File: src/core/mhc_consts.vh
// constants for the maintenance hours counter
`ifndef MHC_CONSTS_VH
`define MHC_CONSTS_VH

// timing
`define CLK_HZ 25000000
`define MINUTE_S 60
`define TICK_CYCLES (`MINUTE_S * `CLK_HZ)
`define PRESC_W 31

// value widths and limits, in minutes except the hours fields and limits
`define RUN_W 23
`define TTG_W 20
`define HOURS_W 17
`define MINS_W 6
`define MIN_PER_HOUR 23'h00003c
`define MINS_MAX 6'h3b
`define INTERVAL_HOURS_MAX 17'h0270f
`define RUN_HOURS_MAX 17'h1869f
`define TTG_MAX 20'h927bf
`define RUN_SAT 23'h5b8d44

// register byte offsets
`define ADDR_W 5
`define OFS_CTRL 5'h00
`define OFS_INTERVAL 5'h04
`define OFS_PRESET 5'h08
`define OFS_STATUS 5'h0c
`define OFS_TTG 5'h10
`define OFS_RUN 5'h14
`define OFS_IRQ_STAT 5'h18
`define OFS_IRQ_MASK 5'h1c

// control fields
`define CTRL_CLR_ON_EN_LOW 0
`define CTRL_LIVE_SEL 1
`define CTRL_CONFIG_MODE 2
`define CTRL_W 3

// hours/minutes register layout
`define HM_MIN_LSB 0
`define HM_HOUR_LSB 8

// interrupt bits
`define IRQ_EXPIRED 0
`define IRQ_SATURATED 1
`define IRQ_RESET_ALL 2
`define IRQ_W 3

// reset values
`define CTRL_RESET 3'h0
`define HM_RESET 32'h00000000

// bus responses
`define RESP_OKAY 2'h0
`define RESP_SLVERR 2'h2

`endif

File: src/core/maintenance_hours_counter.v
// maintenance hours counter with axi4-lite register slave
// Contract
// - reset rising edge clears expiry and reloads time-to-go; run hours untouched
// - reset-all rising edge clears expiry, zeroes run hours, reloads time-to-go
// - counters advance only while enable is high, hold otherwise
// - expiry goes high when time-to-go is zero, stays until cleared
// - clear mode: reset only, or also clear expiry while enable low
// - interval set in hours and minutes, up to 9999 h 59 m
// - run time in hours and minutes, up to 99999 h 59 m, presettable
// - run time keeps counting while enabled even if reset held
// - run time saturates at 99999 hours and stops there
// - preset gives time-to-go as interval minus run time modulo interval
// - interval change loads time-to-go with new interval directly
// - run time preset only accepted in configuration mode
// - interval kept by every control reset; time-to-go reloaded by both, run time zeroed by reset-all
// - interval taken from fixed setting or live input
`timescale 1ns/10ps
`default_nettype none
`include "mhc_consts.vh"

module maintenance_hours_counter #(
	parameter [`PRESC_W-1:0] TICK_CYCLES = `TICK_CYCLES
) (
	// clock, reset, clock enable
	input wire clk,
	input wire reset_n,
	input wire ce,
	// control logic inputs
	input wire en,
	input wire rst_in,
	input wire rst_all_in,
	input wire [`TTG_W-1:0] live_interval,
	// outputs
	output reg expired,
	output reg irq,
	// axi4-lite write address
	input wire [`ADDR_W-1:0] s_axi_awaddr,
	input wire s_axi_awvalid,
	output reg s_axi_awready,
	// axi4-lite write data
	input wire [31:0] s_axi_wdata,
	input wire [3:0] s_axi_wstrb,
	input wire s_axi_wvalid,
	output reg s_axi_wready,
	// axi4-lite write response
	output reg [1:0] s_axi_bresp,
	output reg s_axi_bvalid,
	input wire s_axi_bready,
	// axi4-lite read address
	input wire [`ADDR_W-1:0] s_axi_araddr,
	input wire s_axi_arvalid,
	output reg s_axi_arready,
	// axi4-lite read data
	output reg [31:0] s_axi_rdata,
	output reg [1:0] s_axi_rresp,
	output reg s_axi_rvalid,
	input wire s_axi_rready
);

// hours/minutes word to minutes, each field clamped
function [`RUN_W-1:0] hm_to_min;
	input [31:0] word;
	input [`HOURS_W-1:0] hmax;
	reg [`HOURS_W-1:0] h;
	reg [`MINS_W-1:0] m;
	begin
		h = word[`HM_HOUR_LSB +: `HOURS_W];
		m = word[`HM_MIN_LSB +: `MINS_W];
		if (h > hmax)
			h = hmax;
		if (m > `MINS_MAX)
			m = `MINS_MAX;
		hm_to_min = {6'h00, h} * `MIN_PER_HOUR + {17'h00000, m};
	end
endfunction

// hours/minutes word with each field clamped, unused bits read as zero
function [31:0] hm_clamp;
	input [31:0] word;
	input [`HOURS_W-1:0] hmax;
	reg [`HOURS_W-1:0] h;
	reg [`MINS_W-1:0] m;
	begin
		h = word[`HM_HOUR_LSB +: `HOURS_W];
		m = word[`HM_MIN_LSB +: `MINS_W];
		if (h > hmax)
			h = hmax;
		if (m > `MINS_MAX)
			m = `MINS_MAX;
		hm_clamp = 32'h00000000;
		hm_clamp[`HM_HOUR_LSB +: `HOURS_W] = h;
		hm_clamp[`HM_MIN_LSB +: `MINS_W] = m;
	end
endfunction

// byte-lane merge of a write
function [31:0] merge_strb;
	input [31:0] old;
	input [31:0] data;
	input [3:0] strb;
	integer i;
	begin
		merge_strb = old;
		for (i = 0; i < 4; i = i + 1) begin
			if (strb[i])
				merge_strb[i*8 +: 8] = data[i*8 +: 8];
		end
	end
endfunction

// word offset of a byte address
function [`ADDR_W-1:0] word_ofs;
	input [`ADDR_W-1:0] a;
	begin
		word_ofs = {a[`ADDR_W-1:2], 2'b00};
	end
endfunction

// true when an offset names a register
function mapped;
	input [`ADDR_W-1:0] a;
	begin
		case (word_ofs(a))
			`OFS_CTRL, `OFS_INTERVAL, `OFS_PRESET, `OFS_STATUS,
			`OFS_TTG, `OFS_RUN, `OFS_IRQ_STAT, `OFS_IRQ_MASK: mapped = 1'b1;
			default: mapped = 1'b0;
		endcase
	end
endfunction

// registers
reg [`CTRL_W-1:0] ctrl_reg;
reg [31:0] interval_reg;
reg [31:0] preset_reg;
reg [`IRQ_W-1:0] irq_stat_reg;
reg [`IRQ_W-1:0] irq_mask_reg;
reg [`TTG_W-1:0] ttg_reg;
reg [`RUN_W-1:0] run_reg;
reg [`TTG_W-1:0] interval_prev_reg;
reg rst_prev_reg;
reg rst_all_prev_reg;

// bus holding state
reg aw_full_reg;
reg w_full_reg;
reg [`ADDR_W-1:0] waddr_reg;
reg [31:0] wdata_reg;
reg [3:0] wstrb_reg;

wire tick;
wire [`ADDR_W-1:0] waddr_al = word_ofs(waddr_reg);
wire [`ADDR_W-1:0] raddr_al = word_ofs(s_axi_araddr);
wire wr_fire = aw_full_reg & w_full_reg & ~s_axi_bvalid;
wire clr_on_en_low = ctrl_reg[`CTRL_CLR_ON_EN_LOW];
wire live_sel = ctrl_reg[`CTRL_LIVE_SEL];
wire config_mode = ctrl_reg[`CTRL_CONFIG_MODE];

minute_prescaler #(
	.TICK_CYCLES(TICK_CYCLES)
) u_presc (
	.clk(clk),
	.reset_n(reset_n),
	.ce(ce),
	.tick(tick)
);

// selected interval in minutes
wire [`RUN_W-1:0] fixed_min = hm_to_min(interval_reg, `INTERVAL_HOURS_MAX);
wire [`TTG_W-1:0] live_min = (live_interval > `TTG_MAX) ? `TTG_MAX : live_interval;
wire [`TTG_W-1:0] interval_sel = live_sel ? live_min : fixed_min[`TTG_W-1:0];

// preset path
wire [`RUN_W-1:0] preset_min = hm_to_min(wdata_reg, `RUN_HOURS_MAX);
wire [`RUN_W-1:0] preset_rem = (interval_sel == {`TTG_W{1'b0}}) ? {`RUN_W{1'b0}} :
	preset_min % {3'b000, interval_sel};
wire [`TTG_W-1:0] preset_ttg = interval_sel - preset_rem[`TTG_W-1:0];
wire preset_go = wr_fire & (waddr_al == `OFS_PRESET) & config_mode;

// event detection
wire rst_rise = rst_in & ~rst_prev_reg;
wire rst_all_rise = rst_all_in & ~rst_all_prev_reg;
wire step = tick & en;
wire saturated = run_reg >= `RUN_SAT;
wire clear_cond = rst_in | rst_all_in | (clr_on_en_low & ~en);
wire expired_next = clear_cond ? 1'b0 : (expired | (ttg_reg == {`TTG_W{1'b0}}));
wire sat_next = (run_reg + 1'b1) >= `RUN_SAT;

// interrupt status: set wins over write-one clear
wire [`IRQ_W-1:0] irq_set;
assign irq_set[`IRQ_EXPIRED] = expired_next & ~expired;
assign irq_set[`IRQ_SATURATED] = step & ~saturated & sat_next;
assign irq_set[`IRQ_RESET_ALL] = rst_all_rise;
wire [`IRQ_W-1:0] irq_clr = (wr_fire && waddr_al == `OFS_IRQ_STAT && wstrb_reg[0]) ?
	wdata_reg[`IRQ_W-1:0] : {`IRQ_W{1'b0}};
wire [`IRQ_W-1:0] irq_stat_next = (irq_stat_reg & ~irq_clr) | irq_set;

// counters
always @(posedge clk or negedge reset_n) begin
	if (!reset_n) begin
		ttg_reg <= {`TTG_W{1'b0}};
		run_reg <= {`RUN_W{1'b0}};
		interval_prev_reg <= {`TTG_W{1'b0}};
		rst_prev_reg <= 1'b0;
		rst_all_prev_reg <= 1'b0;
		expired <= 1'b0;
	end else if (ce) begin
		rst_prev_reg <= rst_in;
		rst_all_prev_reg <= rst_all_in;
		interval_prev_reg <= interval_sel;
		expired <= expired_next;
		// time-to-go
		if (rst_rise | rst_all_rise) begin
			ttg_reg <= interval_sel;
		end else if (preset_go) begin
			ttg_reg <= preset_ttg;
		end else if (interval_sel != interval_prev_reg) begin
			ttg_reg <= interval_sel;
		end else if (step && ttg_reg != {`TTG_W{1'b0}}) begin
			ttg_reg <= ttg_reg - 1'b1;
		end
		// run time, untouched by the plain reset
		if (rst_all_rise) begin
			run_reg <= {`RUN_W{1'b0}};
		end else if (preset_go) begin
			run_reg <= preset_min;
		end else if (step && !saturated) begin
			run_reg <= run_reg + 1'b1;
		end
	end
end

// register writes
always @(posedge clk or negedge reset_n) begin
	if (!reset_n) begin
		ctrl_reg <= `CTRL_RESET;
		interval_reg <= `HM_RESET;
		preset_reg <= `HM_RESET;
		irq_stat_reg <= {`IRQ_W{1'b0}};
		irq_mask_reg <= {`IRQ_W{1'b0}};
		irq <= 1'b0;
	end else if (ce) begin
		irq_stat_reg <= irq_stat_next;
		irq <= |(irq_stat_next & irq_mask_reg);
		if (wr_fire) begin
			case (waddr_al)
				`OFS_CTRL: begin
					if (wstrb_reg[0])
						ctrl_reg <= wdata_reg[`CTRL_W-1:0];
				end
				`OFS_INTERVAL: begin
					interval_reg <= hm_clamp(merge_strb(interval_reg, wdata_reg, wstrb_reg),
						`INTERVAL_HOURS_MAX);
				end
				`OFS_PRESET: begin
					if (config_mode)
						preset_reg <= hm_clamp(wdata_reg, `RUN_HOURS_MAX);
				end
				`OFS_IRQ_MASK: begin
					if (wstrb_reg[0])
						irq_mask_reg <= wdata_reg[`IRQ_W-1:0];
				end
				default: begin
				end
			endcase
		end
	end
end

// write channels: address and data in either order
always @(posedge clk or negedge reset_n) begin
	if (!reset_n) begin
		s_axi_awready <= 1'b1;
		s_axi_wready <= 1'b1;
		aw_full_reg <= 1'b0;
		w_full_reg <= 1'b0;
		waddr_reg <= {`ADDR_W{1'b0}};
		wdata_reg <= 32'h00000000;
		wstrb_reg <= 4'h0;
		s_axi_bvalid <= 1'b0;
		s_axi_bresp <= `RESP_OKAY;
	end else if (ce) begin
		if (s_axi_awvalid && s_axi_awready) begin
			waddr_reg <= s_axi_awaddr;
			aw_full_reg <= 1'b1;
			s_axi_awready <= 1'b0;
		end
		if (s_axi_wvalid && s_axi_wready) begin
			wdata_reg <= s_axi_wdata;
			wstrb_reg <= s_axi_wstrb;
			w_full_reg <= 1'b1;
			s_axi_wready <= 1'b0;
		end
		if (wr_fire) begin
			aw_full_reg <= 1'b0;
			w_full_reg <= 1'b0;
			s_axi_bvalid <= 1'b1;
			if (!mapped(waddr_reg))
				s_axi_bresp <= `RESP_SLVERR;
			else if (waddr_al == `OFS_PRESET && !config_mode)
				s_axi_bresp <= `RESP_SLVERR;
			else
				s_axi_bresp <= `RESP_OKAY;
		end
		if (s_axi_bvalid && s_axi_bready) begin
			s_axi_bvalid <= 1'b0;
			s_axi_awready <= 1'b1;
			s_axi_wready <= 1'b1;
		end
	end
end

// read channel
always @(posedge clk or negedge reset_n) begin
	if (!reset_n) begin
		s_axi_arready <= 1'b1;
		s_axi_rvalid <= 1'b0;
		s_axi_rdata <= 32'h00000000;
		s_axi_rresp <= `RESP_OKAY;
	end else if (ce) begin
		if (s_axi_arvalid && s_axi_arready) begin
			s_axi_arready <= 1'b0;
			s_axi_rvalid <= 1'b1;
			s_axi_rresp <= mapped(s_axi_araddr) ? `RESP_OKAY : `RESP_SLVERR;
			case (raddr_al)
				`OFS_CTRL: s_axi_rdata <= {29'h00000000, ctrl_reg};
				`OFS_INTERVAL: s_axi_rdata <= interval_reg;
				`OFS_PRESET: s_axi_rdata <= preset_reg;
				`OFS_STATUS: s_axi_rdata <= {28'h0000000, config_mode, saturated, en, expired};
				`OFS_TTG: s_axi_rdata <= {12'h000, ttg_reg};
				`OFS_RUN: s_axi_rdata <= {9'h000, run_reg};
				`OFS_IRQ_STAT: s_axi_rdata <= {29'h00000000, irq_stat_reg};
				`OFS_IRQ_MASK: s_axi_rdata <= {29'h00000000, irq_mask_reg};
				default: s_axi_rdata <= 32'h00000000;
			endcase
		end else if (s_axi_rvalid && s_axi_rready) begin
			s_axi_rvalid <= 1'b0;
			s_axi_arready <= 1'b1;
		end
	end
end

endmodule
`default_nettype wire

File: src/core/minute_prescaler.v
// one-cycle tick every TICK_CYCLES clock cycles
`timescale 1ns/10ps
`default_nettype none
`include "mhc_consts.vh"

module minute_prescaler #(
	parameter [`PRESC_W-1:0] TICK_CYCLES = `TICK_CYCLES
) (
	// clock and reset
	input wire clk,
	input wire reset_n,
	input wire ce,
	// tick out
	output reg tick
);

reg [`PRESC_W-1:0] count_reg;

always @(posedge clk or negedge reset_n) begin
	if (!reset_n) begin
		count_reg <= {`PRESC_W{1'b0}};
		tick <= 1'b0;
	end else if (ce) begin
		if (count_reg >= TICK_CYCLES - 1'b1) begin
			count_reg <= {`PRESC_W{1'b0}};
			tick <= 1'b1;
		end else begin
			count_reg <= count_reg + 1'b1;
			tick <= 1'b0;
		end
	end
end

endmodule
`default_nettype wire

File: config.mk
export PLATFORM = sky130hd
export DESIGN_NAME = maintenance_hours_counter
export DESIGN_NICKNAME = d
export VERILOG_FILES = /design/src/core/maintenance_hours_counter.v /design/src/core/minute_prescaler.v
export VERILOG_INCLUDE_DIRS = /design/src /design/src/core
export SDC_FILE = /design/constraint.sdc
export NUM_CORES = 2
export LEC_CHECK = 0
export BUFFER_PORTS_ARGS = -buffer_cell sky130_fd_sc_hd__buf_2
export CORE_UTILIZATION = 45
export CTS_BUF_LIST = sky130_fd_sc_hd__clkbuf_8
export DETAILED_ROUTE_END_ITERATION = 10
export PLACE_DENSITY = 0.7
export REMOVE_ABC_BUFFERS = 1
export SYNTH_ARGS = -nofsm -noshare
export SYNTH_HDL_FRONTEND = slang
export SYNTH_HIERARCHICAL = 1
export SYNTH_SLANG_ARGS = --single-unit
File: constraint.sdc
create_clock -name clk -period 101.8 [get_ports clk]
set_clock_uncertainty 0.1 [all_clocks]
set_input_delay 15.27 -clock clk [delete_from_list [all_inputs] [get_ports clk]]
set_output_delay 15.27 -clock clk [all_outputs]
set_load 0.02 [all_outputs]
==> results.toml <==
[status]
status = "complete, no violations"

[clock_tree]
cts_setup_buffers = 0
clock-sinks = 217
numCtsBuffers = 39
cts-root-buf = "clkbuf_8"
clk_pin_slew_ns = 0.06
cts_hold_buf = 0
cts_tree = "built"
cts_resized = 0
insertion_delay_ns = 0.58
htreeDepth = 2
clock_path_buffers = 3

[critical_path]
cp_common_cell = "o21a_1"
crit_required_ns = 102.11
cp.arrival_ns = 84.92
timing.critical_path.slowest_cell_delay_ns = 0.81
path_buf_inv = 9
critPathCaptureType = "flip-flop"
worst_setup_path_start_kind = "input pin"
crit_family = "compound AO/OA/AOI/OAI gates"
crit_fanout = 27
crit_type = "input pin to flip-flop"
critPathSlowestCell = "o211a_1"

[die]
num_io_pins = 120
core_area_mm2 = 0.0689
start_util = 0.457
die-area_mm2 = 0.0711
fp.dieW_um = 267
row_count = 96
die_h_um = 267

[sta]
period_needed_ns = 84.62
hold_slack_ns = 0.376
period_share = 0.831
rsz0062_at_grt = "false"
hold_violations = 0
tightestPinTransition_ns = 1.12
finalSetupTns_ns = 0
drv_slew = 0
setup_viol = 0
max_freq_mhz = 11.8
relSlewSlack = 0.249

[worst_hold_path]
hold_class = "flip-flop to flip-flop"

[layout]
syn_to_final_growth_pct = 7.25
num_antenna_cells = 0
largest_reg_flops = 31
final_common_cell = "nor2_1"
layout_common_cells = "nor2_1 (405), nand2_1 (401), ha_1 (344)"
drive_gt1_frac = 0.102
nets = 4623

[yosys]
synth_seq_cells = 217
synth_edf_count = 0
yosys_warnings = 6
syn_inst = 4090
ys_top_cells_by_area = "dfrtp_1 (17%), ha_1 (14%), nor2_1 (4.8%)"
syn_area_mm2 = 0.0315
yosysTopAreaCell = "dfrtp_1"
synth_ff_type = "dfrtp_1"
yosysTopAreaCellShare = 0.170
synthDistinctLibCells = 116
synth-async-reset-ratio = 1.00
ys_seq_area_frac = 0.173
syn_avg_cell_area_um2 = 7.70

[detailed_routing]
vias_per_cell = 5.99
drt_wl_total_um = 95600
firstDrtPassIters = 6
wl_per_cell_um = 18.7
vias = 30500
drc_errors = 0
final_antenna_net_count = 0
drtIter0Drc = 2477

[grt]
antenna_found_initial = 0
grt_pass1_vias = 28400
grt_max_degree = 82
grt_usage = 0.264
grt_pass1_wl_um = 152000
overflow = 0

[placed_design]
io_buffers = 96
dp_hpwl_um = 73900
finalWeightedCongestion = 0.942

[run]
maxCapViolCount = 0
-- cells in the mapped netlist, types with 19 or more instances --
cell        n
inv_1     235
nor2b_1    58
mux2_2    120
nand2_1   401
a211oi_1   27
o21a_1    102
a21boi_0   19
xor2_1     86
fa_1       61
nor3_1    162
or3_1      30
and3_1     38
a31oi_1    58
dfrtp_1   214
a21oi_1   242
mux2i_1    39
o211ai_1   31
a22oi_1    30
ha_1      344
nand4_1    55
a21o_1     82
or2_2      20
clkbuf_1  120
o22a_1     29
o31ai_1    36
and4_1     24
nor4_1     34
xnor2_1   166
nand2b_1   57
o21ai_0   280
nor2_1    405
nand3_1    94
and2_1     32
-- worst register-to-register path, delay by kind of cell (launching register included) --
kind | cells | cell delay (ns)
and+or+nand+nor | 74 | 18.00
muxes | 6 | 2.57
buffers and inverters | 10 | 2.09
xor gates and xnor gates | 2 | 0.45
adders and majority gates | 26 | 8.76
AOI/OAI and AO/OA | 182 | 42.31
DFF | 1 | 0.45
-- logic make-up after synthesis --
group / after synthesis / share of synthesized area
flip-flops: 217 / 0.173
AO/OA/AOI/OAI: 1141 / 0.238
XOR/XNOR: 252 / 0.0701
other: 2 / 0.000238
adder cells (fa/ha/maj): 406 / 0.176
AND/OR/NAND/NOR: 1497 / 0.232
multiplexers: 170 / 0.0599
buffers and inverters: 405 / 0.0509
-- final cells by class --
class / instances / area (um^2)
clock buffer: 47 / 647
clock inverter: 21 / 129
fill: 6891 / 35200
inverter: 247 / 927
multi-input combinational: 3482 / 24600
sequential: 217 / 5430
tap: 931 / 1160
timing repair buffer: 154 / 926
-- through the flow --
step | worst slack (ns) | util | cell area [um^2] | cells
5_1_grt | 11.37 | 0.490 | 33800 | 5099
2_1_floorplan | 28.02 | - | 30900 | 3946
4_1_cts | 18.53 | 0.490 | 33800 | 5099
6_report | 17.18 | 0.490 | 33800 | 5099
3_5_place_dp | 18.26 | 0.479 | 33000 | 5031
3_3_place_gp | 18.90 | 0.479 | 33000 | 5031
-- final timing paths --
check	from	endpoint	slack, ns	cells past startpoint
max in group asynchronous	reset_n	wdata_reg[24]$_DFFE_PN0P_	85.59	2
worst max-delay path	live_interval[9]	ttg_reg[18]$_DFFE_PN0P_	17.18	291
min in group asynchronous	reset_n	u_presc/count_reg[12]$_DFFE_PN0P_	14.57	1
worst min-delay path	s_axi_rdata[0]$_DFFE_PN0P_	s_axi_rdata[0]$_DFFE_PN0P_	0.38	2
worst max register to register	interval_reg[15]$_DFFE_PN0P_	ttg_reg[18]$_DFFE_PN0P_	26.94	300
worst min register to register	s_axi_rdata[0]$_DFFE_PN0P_	s_axi_rdata[0]$_DFFE_PN0P_	0.38	2
-- metal layers --
metal | part of all wire | vias up | global-route usage
li1 | - | 15000 | -
met1 | 0.45 | 14300 | 0.359
met2 | 0.45 | 1044 | 0.428
met3 | 0.062 | 214 | 0.0261
met4 | 0.043 | 0 | 0.109
met5 | 0 | - | 0
Power is not shown: default switching activity piles up to over one toggle a cycle in this logic, so the estimate is an artifact.
